## src/logic/pph_pkg.sv

```systemverilog
// Purpose: Shared constants of the four-port parallel handshake block
// Assumes: APB word access, one clock, printed offsets are register indices
// Notes:   Byte address of a register is four times its index
package pph_pkg;

  // Geometry
  localparam int NUM_PORTS = 4;
  localparam int NUM_SEC   = 8;
  localparam int SEC_W     = 8;
  localparam int PIN_W     = 64;

  // Register indices within a port
  localparam logic [4:0] IDX_CTL_A  = 5'h00;
  localparam logic [4:0] IDX_DAT_A  = 5'h01;
  localparam logic [4:0] IDX_CTL_B  = 5'h02;
  localparam logic [4:0] IDX_DAT_B  = 5'h03;
  localparam logic [4:0] PORT_SPAN  = 5'h04;
  // Block-wide event status and mask
  localparam logic [4:0] IDX_STS    = 5'h10;
  localparam logic [4:0] IDX_MSK    = 5'h11;
  localparam logic [4:0] IDX_LAST   = 5'h11;

  // Section control/status field positions
  localparam int CTL_C1_IE   = 0;  // Line 1 edge raises section request
  localparam int CTL_C1_RISE = 1;  // Line 1 active edge: 1 rising, 0 falling
  localparam int CTL_DSEL    = 2;  // Data offset: 1 data, 0 direction
  localparam int CTL_C2_IE   = 3;  // Line 2 edge raises request (input mode)
  localparam int CTL_C2_RISE = 4;  // Line 2 active edge (input mode)
  localparam int CTL_C2_OUT  = 5;  // Line 2 drives busy; bit 3 is then its level
  localparam int CTL_FLAG1   = 6;  // Read-only flag of line 1
  localparam int CTL_FLAG2   = 7;  // Read-only flag of line 2
  localparam int CTL_WR_W    = 6;

  // Reset values
  localparam logic [5:0]  CTL_RST  = 6'h00;
  localparam logic [7:0]  DDR_RST  = 8'h00;
  localparam logic [7:0]  DOUT_RST = 8'h00;
  localparam logic [7:0]  STS_RST  = 8'h00;
  localparam logic [7:0]  MSK_RST  = 8'h00;
  localparam logic [31:0] RD_RST   = 32'h0000_0000;

endpackage

```

## src/logic/pph_sec_if.sv

```systemverilog
// Purpose: Carries one section's register traffic and pin levels
// Assumes: All signals on pclk
// Notes:   top drives requests, sec answers with state
`timescale 1ns/1ps
interface pph_sec_if;
  logic       wr_ctl;   // Write control register
  logic       wr_dat;   // Write data or direction
  logic       rd_dat;   // Data read completes
  logic [7:0] wdata;
  logic       c1_in;    // Synchronised line 1
  logic       c2_in;    // Synchronised line 2
  logic [7:0] ctl_rd;   // Control with flags
  logic [7:0] ddr;
  logic [7:0] dout;
  logic       c2_val;
  logic       c2_oe;
  logic       irq;
  logic       evt;      // Flag event this cycle

  modport top (output wr_ctl, wr_dat, rd_dat, wdata, c1_in, c2_in,
               input  ctl_rd, ddr, dout, c2_val, c2_oe, irq, evt);
  modport sec (input  wr_ctl, wr_dat, rd_dat, wdata, c1_in, c2_in,
               output ctl_rd, ddr, dout, c2_val, c2_oe, irq, evt);
endinterface // pph_sec_if

```

## src/logic/pph_section.sv

```systemverilog
// Purpose: One 8-bit section: direction, output data, two handshake lines
// Assumes: Pin levels arrive synchronised
// Notes:   Flags clear on a data read; an edge in that cycle wins
`timescale 1ns/1ps
module pph_section (
  // Clock and reset
  input wire logic pclk,
  input wire logic presetn,
  // Link to the port logic
  pph_sec_if.sec   sec
);

  ////////////////////////////////////////////////////////////////////////
  // Edge test on a handshake line
  function automatic logic edge_hit(input logic cur, input logic prev, input logic rise);
    edge_hit = rise ? (cur & ~prev) : (~cur & prev);
  endfunction

  logic [5:0] ctl,     next_ctl;
  logic [7:0] ddr,     next_ddr;
  logic [7:0] dout,    next_dout;
  logic       flag1,   next_flag1;
  logic       flag2,   next_flag2;
  logic       c1_prev, c2_prev;
  logic       c2_val,  next_c2_val;
  logic       c2_oe,   next_c2_oe;
  logic       irq,     next_irq;
  logic       ev1,     ev2;

  ////////////////////////////////////////////////////////////////////////
  // Next state of the section
  always_comb begin
    next_ctl  = ctl;
    next_ddr  = ddr;
    next_dout = dout;
    if (sec.wr_ctl) begin
      next_ctl = sec.wdata[pph_pkg::CTL_WR_W-1:0];
    end
    if (sec.wr_dat) begin
      if (ctl[pph_pkg::CTL_DSEL]) begin
        next_dout = sec.wdata;
      end else begin
        next_ddr = sec.wdata;
      end
    end
    ev1 = edge_hit(sec.c1_in, c1_prev, ctl[pph_pkg::CTL_C1_RISE]);
    // line 2 as input or busy
    ev2 = ~ctl[pph_pkg::CTL_C2_OUT] & edge_hit(sec.c2_in, c2_prev, ctl[pph_pkg::CTL_C2_RISE]);
    next_flag1 = ev1 | (flag1 & ~sec.rd_dat);
    next_flag2 = ev2 | (flag2 & ~sec.rd_dat);
    next_c2_oe  = next_ctl[pph_pkg::CTL_C2_OUT];
    next_c2_val = next_ctl[pph_pkg::CTL_C2_OUT] & next_ctl[pph_pkg::CTL_C2_IE];
    next_irq = (next_flag1 & next_ctl[pph_pkg::CTL_C1_IE])
             | (next_flag2 & next_ctl[pph_pkg::CTL_C2_IE] & ~next_ctl[pph_pkg::CTL_C2_OUT]);
  end

  ////////////////////////////////////////////////////////////////////////
  // reset to inputs, all off
  always_ff @(posedge pclk or negedge presetn) begin
    if (!presetn) begin
      ctl     <= pph_pkg::CTL_RST;
      ddr     <= pph_pkg::DDR_RST;
      dout    <= pph_pkg::DOUT_RST;
      flag1   <= 1'b0;
      flag2   <= 1'b0;
      c1_prev <= 1'b0;
      c2_prev <= 1'b0;
      c2_val  <= 1'b0;
      c2_oe   <= 1'b0;
      irq     <= 1'b0;
    end else begin
      ctl     <= next_ctl;
      ddr     <= next_ddr;
      dout    <= next_dout;
      flag1   <= next_flag1;
      flag2   <= next_flag2;
      c1_prev <= sec.c1_in;
      c2_prev <= sec.c2_in;
      c2_val  <= next_c2_val;
      c2_oe   <= next_c2_oe;
      irq     <= next_irq;
    end
  end

  // State back to the port logic
  assign sec.ctl_rd = {flag2, flag1, ctl};
  assign sec.ddr    = ddr;
  assign sec.dout   = dout;
  assign sec.c2_val = c2_val;
  assign sec.c2_oe  = c2_oe;
  assign sec.irq    = irq;
  assign sec.evt    = ev1 | ev2;

  ////////////////////////////////////////////////////////////////////////
  // Checks
  AST_FLAG1_SET: assert property (@(posedge pclk) disable iff (!presetn)
    ev1 |=> flag1 && sec.ctl_rd[pph_pkg::CTL_FLAG1])
    else $error("line 1 edge did not set flag");
  AST_FLAG_CLEAR: assert property (@(posedge pclk) disable iff (!presetn)
    (sec.rd_dat && !ev1 && !ev2) |=> !flag1 && !flag2)
    else $error("data read did not clear flags");
  AST_BUSY_OUT: assert property (@(posedge pclk) disable iff (!presetn)
    (ctl[pph_pkg::CTL_C2_OUT] && !sec.wr_ctl) |=> c2_oe && (c2_val == $past(ctl[pph_pkg::CTL_C2_IE])) && !ev2)
    else $error("line 2 busy output wrong");
  AST_SEC_IRQ: assert property (@(posedge pclk) disable iff (!presetn)
    irq == ((flag1 && ctl[pph_pkg::CTL_C1_IE])
         || (flag2 && ctl[pph_pkg::CTL_C2_IE] && !ctl[pph_pkg::CTL_C2_OUT])))
    else $error("section request does not match flags");

endmodule // pph_section

```

## src/logic/pph_top.sv

```systemverilog
// Purpose: Four parallel ports, two handshaking sections each, on APB
// Assumes: Pins are asynchronous and pass two flops; APB on pclk
// Notes:   Index i sits at byte address 4*i; unmapped access gets pslverr
//          Map per port n (index 4n+k): k=0 control A, 1 data A, 2 control B, 3 data B
//          Index 16 event status (write one to clear), index 17 event mask
//          Control bits: 0 line 1 request enable, 1 line 1 rising edge
//            2 data offset selects data (1) or direction (0)
//            3 line 2 request enable, or busy level in output mode
//            4 line 2 rising edge, 5 line 2 output mode
//            6 line 1 flag, 7 line 2 flag (read only)
//          Flags set whatever the enables; enables gate only the requests
//          A data read with bit 2 set clears both flags of that section
//          Pins pass two flops, so a pin edge shows as a flag three cycles on
//
// The APB register port was chosen for this implementation.
`timescale 1ns/1ps
module pph_top (
  // Clock and reset
  input  wire logic        pclk,
  input  wire logic        presetn,
  // APB slave
  input  wire logic [7:0]  paddr,
  input  wire logic        psel,
  input  wire logic        penable,
  input  wire logic        pwrite,
  input  wire logic [31:0] pwdata,
  output logic      [31:0] prdata,
  output logic             pready,
  output logic             pslverr,
  // Data lines, eight per section
  input  wire logic [63:0] pd_in,
  output logic      [63:0] pd_out,
  output logic      [63:0] pd_oe,
  // Handshake lines, one of each per section
  input  wire logic [7:0]  hs1_in,
  input  wire logic [7:0]  hs2_in,
  output logic      [7:0]  hs2_out,
  output logic      [7:0]  hs2_oe,
  // Interrupt requests
  output logic      [7:0]  sec_irq,
  output logic             irq
);

  ////////////////////////////////////////////////////////////////////////
  // Address decode: index from byte address, and its validity
  function automatic logic [4:0] idx_of(input logic [7:0] a);
    idx_of = a[6:2];
  endfunction

  function automatic logic idx_ok(input logic [7:0] a);
    idx_ok = (a[1:0] == 2'h0) && !a[7] && (idx_of(a) <= pph_pkg::IDX_LAST);
  endfunction

  function automatic logic [2:0] sec_of(input logic [4:0] i);
    sec_of = {i[3:2], i[1]};
  endfunction

  localparam int SYN_W = pph_pkg::PIN_W + 2 * pph_pkg::NUM_SEC;

  logic [SYN_W-1:0] sync1;
  logic [SYN_W-1:0] sync2;
  logic [63:0]      pins;
  logic [7:0]       c1s;
  logic [7:0]       c2s;

  ////////////////////////////////////////////////////////////////////////
  // Two-flop synchronisers for every pin input
  always_ff @(posedge pclk or negedge presetn) begin
    if (!presetn) begin
      sync1 <= '0;
      sync2 <= '0;
    end else begin
      sync1 <= {hs2_in, hs1_in, pd_in};
      sync2 <= sync1;
    end
  end

  assign pins = sync2[63:0];
  assign c1s  = sync2[71:64];
  assign c2s  = sync2[79:72];

  ////////////////////////////////////////////////////////////////////////
  // Sections
  logic [4:0] idx;
  logic       setup;
  logic       done;
  logic       hit_sec;
  logic [7:0] sec_ctl  [pph_pkg::NUM_SEC];
  logic [7:0] sec_ddr  [pph_pkg::NUM_SEC];
  logic [7:0] sec_dout [pph_pkg::NUM_SEC];
  logic [7:0] evt_vec;

  assign idx     = idx_of(paddr);
  assign setup   = psel & ~penable;
  assign done    = psel & penable & pready;
  assign hit_sec = idx_ok(paddr) & (idx < pph_pkg::IDX_STS);

  pph_sec_if sif [pph_pkg::NUM_SEC] ();

  for (genvar s = 0; s < pph_pkg::NUM_SEC; s++) begin : g_sec
    logic sel;
    // low bit picks control or data
    assign sel             = done & hit_sec & (sec_of(idx) == 3'(s));
    assign sif[s].wr_ctl   = sel & pwrite & ~idx[0];
    assign sif[s].wr_dat   = sel & pwrite & idx[0];
    assign sif[s].rd_dat   = sel & ~pwrite & idx[0] & sif[s].ctl_rd[pph_pkg::CTL_DSEL];
    assign sif[s].wdata    = pwdata[7:0];
    assign sif[s].c1_in    = c1s[s];
    assign sif[s].c2_in    = c2s[s];
    assign sec_ctl[s]      = sif[s].ctl_rd;
    assign sec_ddr[s]      = sif[s].ddr;
    assign sec_dout[s]     = sif[s].dout;
    assign evt_vec[s]      = sif[s].evt;
    assign pd_out[8*s +: 8] = sif[s].dout;
    assign pd_oe[8*s +: 8]  = sif[s].ddr;
    assign hs2_out[s]       = sif[s].c2_val;
    assign hs2_oe[s]        = sif[s].c2_oe;
    assign sec_irq[s]       = sif[s].irq;

    pph_section u_sec (
      .pclk    (pclk),
      .presetn (presetn),
      .sec     (sif[s])
    );
  end

  ////////////////////////////////////////////////////////////////////////
  // Block-wide event status (write one to clear) and mask
  logic [7:0] sts, next_sts;
  logic [7:0] msk, next_msk;
  logic       next_irq;
  logic       wr_sts;
  logic       wr_msk;

  assign wr_sts = done & pwrite & idx_ok(paddr) & (idx == pph_pkg::IDX_STS);
  assign wr_msk = done & pwrite & idx_ok(paddr) & (idx == pph_pkg::IDX_MSK);

  // Events win over a clear in the same cycle
  always_comb begin
    next_sts = (sts & ~(wr_sts ? pwdata[7:0] : 8'h00)) | evt_vec;
    next_msk = wr_msk ? pwdata[7:0] : msk;
    next_irq = |(next_sts & next_msk);
  end

  always_ff @(posedge pclk or negedge presetn) begin
    if (!presetn) begin
      sts <= pph_pkg::STS_RST;
      msk <= pph_pkg::MSK_RST;
      irq <= 1'b0;
    end else begin
      sts <= next_sts;
      msk <= next_msk;
      irq <= next_irq;
    end
  end

  ////////////////////////////////////////////////////////////////////////
  // APB answer: pready in the first cycle of the access phase, the cycle after setup
  logic [31:0] next_prdata;
  logic        next_pready;
  logic        next_pslverr;
  logic [2:0]  rs;
  logic [7:0]  rval;

  always_comb begin
    rs   = sec_of(idx);
    rval = 8'h00;
    if (hit_sec) begin
      if (!idx[0]) begin
        rval = sec_ctl[rs];
      end else if (sec_ctl[rs][pph_pkg::CTL_DSEL]) begin
        rval = (sec_dout[rs] & sec_ddr[rs]) | (pins[8*rs +: 8] & ~sec_ddr[rs]);
      end else begin
        rval = sec_ddr[rs];
      end
    end else if (idx == pph_pkg::IDX_STS) begin
      rval = sts;
    end else if (idx == pph_pkg::IDX_MSK) begin
      rval = msk;
    end
    next_pready  = setup;
    next_pslverr = setup & ~idx_ok(paddr);
    next_prdata  = prdata;
    if (setup) begin
      next_prdata = idx_ok(paddr) ? {24'h000000, rval} : pph_pkg::RD_RST;
    end
  end

  always_ff @(posedge pclk or negedge presetn) begin
    if (!presetn) begin
      prdata  <= pph_pkg::RD_RST;
      pready  <= 1'b0;
      pslverr <= 1'b0;
    end else begin
      prdata  <= next_prdata;
      pready  <= next_pready;
      pslverr <= next_pslverr;
    end
  end

  ////////////////////////////////////////////////////////////////////////
  // Checks
  AST_PREADY_NEXT: assert property (@(posedge pclk) disable iff (!presetn)
    setup |=> pready ##1 !pready)
    else $error("pready not a single cycle after setup");
  AST_UNMAPPED: assert property (@(posedge pclk) disable iff (!presetn)
    (setup && !idx_ok(paddr)) |=> pslverr && prdata == 32'h0000_0000)
    else $error("unmapped access not flagged");
  AST_DIR_WRITE: assert property (@(posedge pclk) disable iff (!presetn)
    (done && pwrite && idx_ok(paddr) && idx == pph_pkg::IDX_DAT_A && !sec_ctl[0][pph_pkg::CTL_DSEL])
    |=> pd_oe[7:0] == $past(pwdata[7:0]))
    else $error("direction write of port 0 section A lost");
  AST_PORT3_CTL: assert property (@(posedge pclk) disable iff (!presetn)
    (done && pwrite && paddr == 8'h38) |=> sec_ctl[7][5:0] == $past(pwdata[5:0]))
    else $error("index 14 did not reach port 3 section B control");
  AST_IRQ_LEVEL: assert property (@(posedge pclk) disable iff (!presetn)
    irq == |(sts & msk))
    else $error("interrupt level does not follow status and mask");
  AST_EVT_STICKY: assert property (@(posedge pclk) disable iff (!presetn)
    evt_vec[0] |=> sts[0] ##1 (sts[0] || $past(wr_sts && pwdata[0])))
    else $error("event status bit not sticky");
  AST_RESET_CLEAN: assert property (@(posedge pclk)
    !presetn |=> (pd_oe == 64'h0 && hs2_oe == 8'h00 && sec_irq == 8'h00 && !irq) || !presetn)
    else $error("outputs not quiet after reset");
  AST_BUSY_PIN: assert property (@(posedge pclk) disable iff (!presetn)
    hs2_oe[1] |-> sec_ctl[1][pph_pkg::CTL_C2_OUT])
    else $error("busy line driven while not in output mode");

  // Bus answer, status, mapping and section flag checks
  // error only with ready
  AST_ERR_WITH_READY: assert property (@(posedge pclk) disable iff (!presetn)
    pslverr |-> pready)
    else $error("pslverr without pready");
  AST_RDATA_BYTE: assert property (@(posedge pclk) disable iff (!presetn)
    prdata[31:8] == 24'h000000)
    else $error("read data upper bits not zero");
  AST_STS_CLEAR: assert property (@(posedge pclk) disable iff (!presetn)
    (wr_sts && pwdata[1] && !evt_vec[1]) |=> !sts[1])
    else $error("status bit 1 not cleared by write one");
  AST_STS_SET: assert property (@(posedge pclk) disable iff (!presetn)
    (evt_vec != 8'h00) |=> ((sts & $past(evt_vec)) == $past(evt_vec)))
    else $error("event did not set its status bit");
  AST_STS_HOLD: assert property (@(posedge pclk) disable iff (!presetn)
    (sts[1] && !wr_sts) |=> sts[1])
    else $error("status bit 1 dropped without a clear");
  AST_MSK_WRITE: assert property (@(posedge pclk) disable iff (!presetn)
    wr_msk |=> msk == $past(pwdata[7:0]))
    else $error("mask write lost");
  AST_BAD_WRITE: assert property (@(posedge pclk) disable iff (!presetn)
    (done && pwrite && !idx_ok(paddr)) |=> msk == $past(msk) && sec_ddr[0] == $past(sec_ddr[0]))
    else $error("refused write changed a register");
  AST_DOUT_WRITE: assert property (@(posedge pclk) disable iff (!presetn)
    (done && pwrite && idx_ok(paddr) && idx == pph_pkg::IDX_DAT_A && sec_ctl[0][pph_pkg::CTL_DSEL])
    |=> pd_out[7:0] == $past(pwdata[7:0]))
    else $error("data write of port 0 section A lost");
  AST_DIR_WRITE_B: assert property (@(posedge pclk) disable iff (!presetn)
    (done && pwrite && idx_ok(paddr) && idx == pph_pkg::IDX_DAT_B && !sec_ctl[1][pph_pkg::CTL_DSEL])
    |=> pd_oe[15:8] == $past(pwdata[7:0]))
    else $error("direction write of port 0 section B lost");
  AST_CTL_READ: assert property (@(posedge pclk) disable iff (!presetn)
    (setup && !pwrite && idx_ok(paddr) && idx == pph_pkg::IDX_CTL_A) |=> prdata[7:0] == $past(sec_ctl[0]))
    else $error("control read of section A wrong");
  AST_PORT1_CTL: assert property (@(posedge pclk) disable iff (!presetn)
    (done && pwrite && idx_ok(paddr) && idx == pph_pkg::PORT_SPAN) |=> sec_ctl[2][5:0] == $past(pwdata[5:0]))
    else $error("index 4 did not reach port 1 section A control");
  AST_REQ_NEEDS_FLAG: assert property (@(posedge pclk) disable iff (!presetn)
    sec_irq[0] |-> sec_ctl[0][pph_pkg::CTL_FLAG2:pph_pkg::CTL_FLAG1] != 2'b00)
    else $error("section request without a flag");
  // no line 2 flag when busy
  AST_BUSY_NO_FLAG: assert property (@(posedge pclk) disable iff (!presetn)
    (hs2_oe[0] && !sec_ctl[0][pph_pkg::CTL_FLAG2]) |=> !sec_ctl[0][pph_pkg::CTL_FLAG2])
    else $error("line 2 flag set in output mode");
  AST_READY_AFTER_SETUP: assert property (@(posedge pclk) disable iff (!presetn)
    pready |-> $past(setup))
    else $error("pready without a setup cycle");

endmodule // pph_top

```

## config.mk

```make
export PLATFORM = sky130hd
export DESIGN_NAME = pph_top
export DESIGN_NICKNAME = d
export VERILOG_FILES = /design/src/logic/pph_pkg.sv /design/src/logic/pph_sec_if.sv /design/src/logic/pph_section.sv /design/src/logic/pph_top.sv
export SDC_FILE = /design/constraint.sdc
export NUM_CORES = 1
export LEC_CHECK = 0
export BUFFER_PORTS_ARGS = -buffer_cell sky130_fd_sc_hd__buf_2
export CORE_MARGIN = 10
export CORE_UTILIZATION = 50
export CTS_CLUSTER_DIAMETER = 50
export DETAILED_ROUTE_END_ITERATION = 12
export PLACE_DENSITY_LB_ADDON = 0.05
export SETUP_SLACK_MARGIN = 0.15
export SYNTH_ARGS = -nofsm -noshare
export SYNTH_HDL_FRONTEND = slang
export SYNTH_HIERARCHICAL = 1
export SYNTH_SLANG_ARGS = --single-unit
```

## constraint.sdc

```tcl
create_clock -name pclk -period 4.9 [get_ports pclk]
set_input_delay 0.245 -clock pclk [delete_from_list [all_inputs] [get_ports pclk]]
set_output_delay 0.245 -clock pclk [all_outputs]
set_load 0.1 [all_outputs]
```

==> flow_metrics.tcl <==
set metrics [dict create \
    outcome "finished clean" \
    die_h_um 203 \
    max_freq_mhz 414 \
    ys_warn_count 6 \
    syn_avg_cell_area_um2 15.2 \
    worstHoldPathType "in2reg" \
    syn_to_final_growth_pct 21.3 \
    first_pass_iters 5 \
    final_area_um2 20300 \
    grt_max_degree 150 \
    nets 1535 \
    drt_iter0_drc 657 \
    ys_seq_elements 411 \
    p_leak_nw 9.95 \
    drv_cap 0 \
    wl_per_cell_um 24.7 \
    maxSlewViolCount 0 \
    required_ns 5.34 \
    ant_nets 0 \
    yosys.area.top_type_share_pct 61.5 \
    endpoint_kind "flip-flop" \
    clock_skew_ns 0.0126 \
    sequentialPowerShare_pct 47.4 \
    r2r-start "pready$_DFF_PN0_" \
    intPower_mw 5.65 \
    vias 10200 \
    final_layout_size_suffix_gt1_share_pct 40.2 \
    setup_violations 0 \
    swShare_pct 23.5 \
    drt_wl_total_um 46500 \
    arrival_ns 2.85 \
    crit_type "reg2reg" \
    num_rows 66 \
    htree_levels 2 \
    finalHoldViolCount 0 \
    power_density_nw_per_um2 364 \
    num_antenna_cells 0 \
    grt_antenna_before_repair 1 \
    synthTopCellsByArea "dfrtp_1 (62%), mux2_2 (11%), mux4_2 (7.3%)" \
    die_area_um2 41200 \
    tightestPinTransition_ns 0.854 \
    postPlaceCellArea_um2 18000 \
    gr-total-overflow 0 \
    peakVddDrop_mv 0.281 \
    netlist_instances 1100 \
    r2r_slack_ns 2.49 \
    rsz0062_at_grt "false" \
    clk_pin_slew_worst_paths_ns 0.06 \
    fp.dieW_um 203 \
    clockBufferDepth 3 \
    fin_hold_ws_ns 0.0999 \
    clock_sinks 411 \
    final_cells 1886 \
    crit_end "g_sec[6].u_sec/sec.irq$_DFF_PN0_" \
    io_pins 312 \
    core_um2 32800 \
    cp_max_fo 6 \
    netlist_top_cells_count "dfrtp_1 (411), mux2_2 (167), buf_4 (74)" \
    yosysMostFrequentCell "dfrtp_1" \
    synth_ff_type "dfrtp_1" \
    p_comb_share_pct 6.4 \
    dp_slack_ns 1.95 \
    power.share.clock_pct 46.2 \
    cts_made_buffers 45 \
    netlist_area_um2 16700 \
    start_kind "flip-flop" \
    slew_headroom_pct 42.9 \
    grt_pass1_wl_um 69800 \
    worstReg2RegEnd "g_sec[6].u_sec/sec.irq$_DFF_PN0_" \
    fin_crit_ns 2.41 \
    switchingPower_mw 1.73 \
    synth_area_leader_cell "dfrtp_1" \
    crit_start "pready$_DFF_PN0_" \
    cts_tree "built" \
    vias_per_cell 5.42 \
    cts-root-buf "clkbuf_16" \
    period_share_pct 49.3 \
    num-fill-cells 2539 \
    cts.repair.resized 0 \
    drc_errors 0 \
    hold_start "paddr[6]" \
    gp_congestion 0.861 \
    timing.setup.tns_ns 0 \
    synth_edf_count 0 \
    synth_cell_types 59 \
    start_util_pct 51.0 \
    numPortBuffers 263 \
    track_usage_pct 22.5 \
    dpl.cell_count 1724 \
    async_flop_share_pct 100 \
    r2r_cells 6 \
    grt_pass1_vias 10900 \
    synth.yosys.seq_area_share_pct 61.5 \
    worst_slack_ns 2.49 \
    hpwl_um 32400 \
    clock_latency_ns 0.56 \
]
[worst min-delay path by stage]
stage	end	cells after the start
floorplan	g_sec[0].u_sec/c1_prev$_DFF_PN0_	0
global placement	sync1[72]$_DFF_PN0_	1
detailed placement	sync2[72]$_DFF_PN0_	1
CTS	pslverr$_DFF_PN0_	4
global route	pslverr$_DFF_PN0_	4
finish	pslverr$_DFF_PN0_	4
[sequential cells by signal, summed over array words and instances (netlist names)]
register / flops
sync1: 80
msk: 8
g_sec.u_sec/sec.dout: 64
prdata: 8
g_sec.u_sec/c2_prev: 8
sts: 8
g_sec.u_sec/flag2: 8
g_sec.u_sec/sec.irq: 8
irq: 1
g_sec.u_sec/c1_prev: 8
g_sec.u_sec/flag1: 8
g_sec.u_sec/ctl: 48
g_sec.u_sec/sec.c2_val: 8
pslverr: 1
sync2: 80
g_sec.u_sec/sec.ddr: 64
pready: 1
[final cells by class]
cell class | instances | area [um^2] | area share (%)
sequential | 411 | 10300 | 50.7
multi-input combinational | 577 | 5630 | 27.7
timing repair buffer | 353 | 2230 | 11.0
clock buffer | 65 | 1310 | 6.48
tap | 442 | 553 | 2.73
clock inverter | 16 | 186 | 0.919
inverter | 22 | 82.6 | 0.407
[routing by layer]
metal	vias to the layer above	global-route usage [%]	part of all wire (%)
li1	4561	-	-
met1	5343	29.3	42
met2	272	35.8	49
met3	46	7.34	7.2
met4	2	5.62	1.8
met5	-	0	0.017
[per-stage QoR]
step	power, mW	utilization [%]
CTS	7.46	61.9
finish	7.38	61.9
detailed placement	3.99	54.8
global placement	3.98	54.8
global route	7.63	61.9
floorplan	3.81	-
[worst max-delay path, stage by stage, from the launching register on]
cell and delay, ns:
dfrtp_1 0.36, and3_1 0.25, and3_1 0.22, nand3_1 0.15, nor2_1 0.64, mux2_2 0.42
a22o_1 0.24
[power by group through the flow]
stage / Clock, mW / Combinational [mW] / Sequential, mW
after floorplan: 0 / 0.227 / 3.58
after global placement: 0 / 0.425 / 3.56
after detailed placement: 0 / 0.427 / 3.56
after CTS: 3.48 / 0.477 / 3.50
after global routing: 3.61 / 0.509 / 3.51
final: 3.41 / 0.473 / 3.50
[cells by family (layout without fill, tap and decap cells)]
family                 Yosys count  in the layout  synth area share, %
flip-flops                     411            411                 61.5
multiplexers                   248            248                 21.1
AND/OR/NAND/NOR                202            202                 7.09
buffers and inverters          135            456                 5.37
AO/OA/AOI/OAI                  103            103                 4.95
other                            1             24               0.0224
[timing repair]
action	CTS	global route
hold endpoints to repair	161	0
setup buffers	0	0
hold buffers	81	0
[placed cells by master (no fill, tap or decap), types with 4 or more instances in the layout]
cell and instances:
buf_2 260, o221ai_1 7, a21oi_1 14, a221oi_1 15, a2111o_1 6, nor4b_1 8, and4bb_1 8, mux4_2 54
o22a_1 4, dlygate4sd3_1 81, nand4b_1 6, clkbuf_16 47, a211o_1 17, conb_1 24, clkinv_2 5, mux2i_1 11
dfrtp_1 411, and3b_1 8, mux4_1 7, nor3b_1 8, a22o_1 8, nand2b_1 19, clkbuf_8 7, mux2_4 8
nor2_1 66, a41oi_1 6, nand2_1 36, clkbuf_1 11, inv_1 22, o211ai_1 8, and3_1 8, and2_1 13
mux2_2 167, buf_4 9
Note: power is estimated with default switching activity, not from simulation.
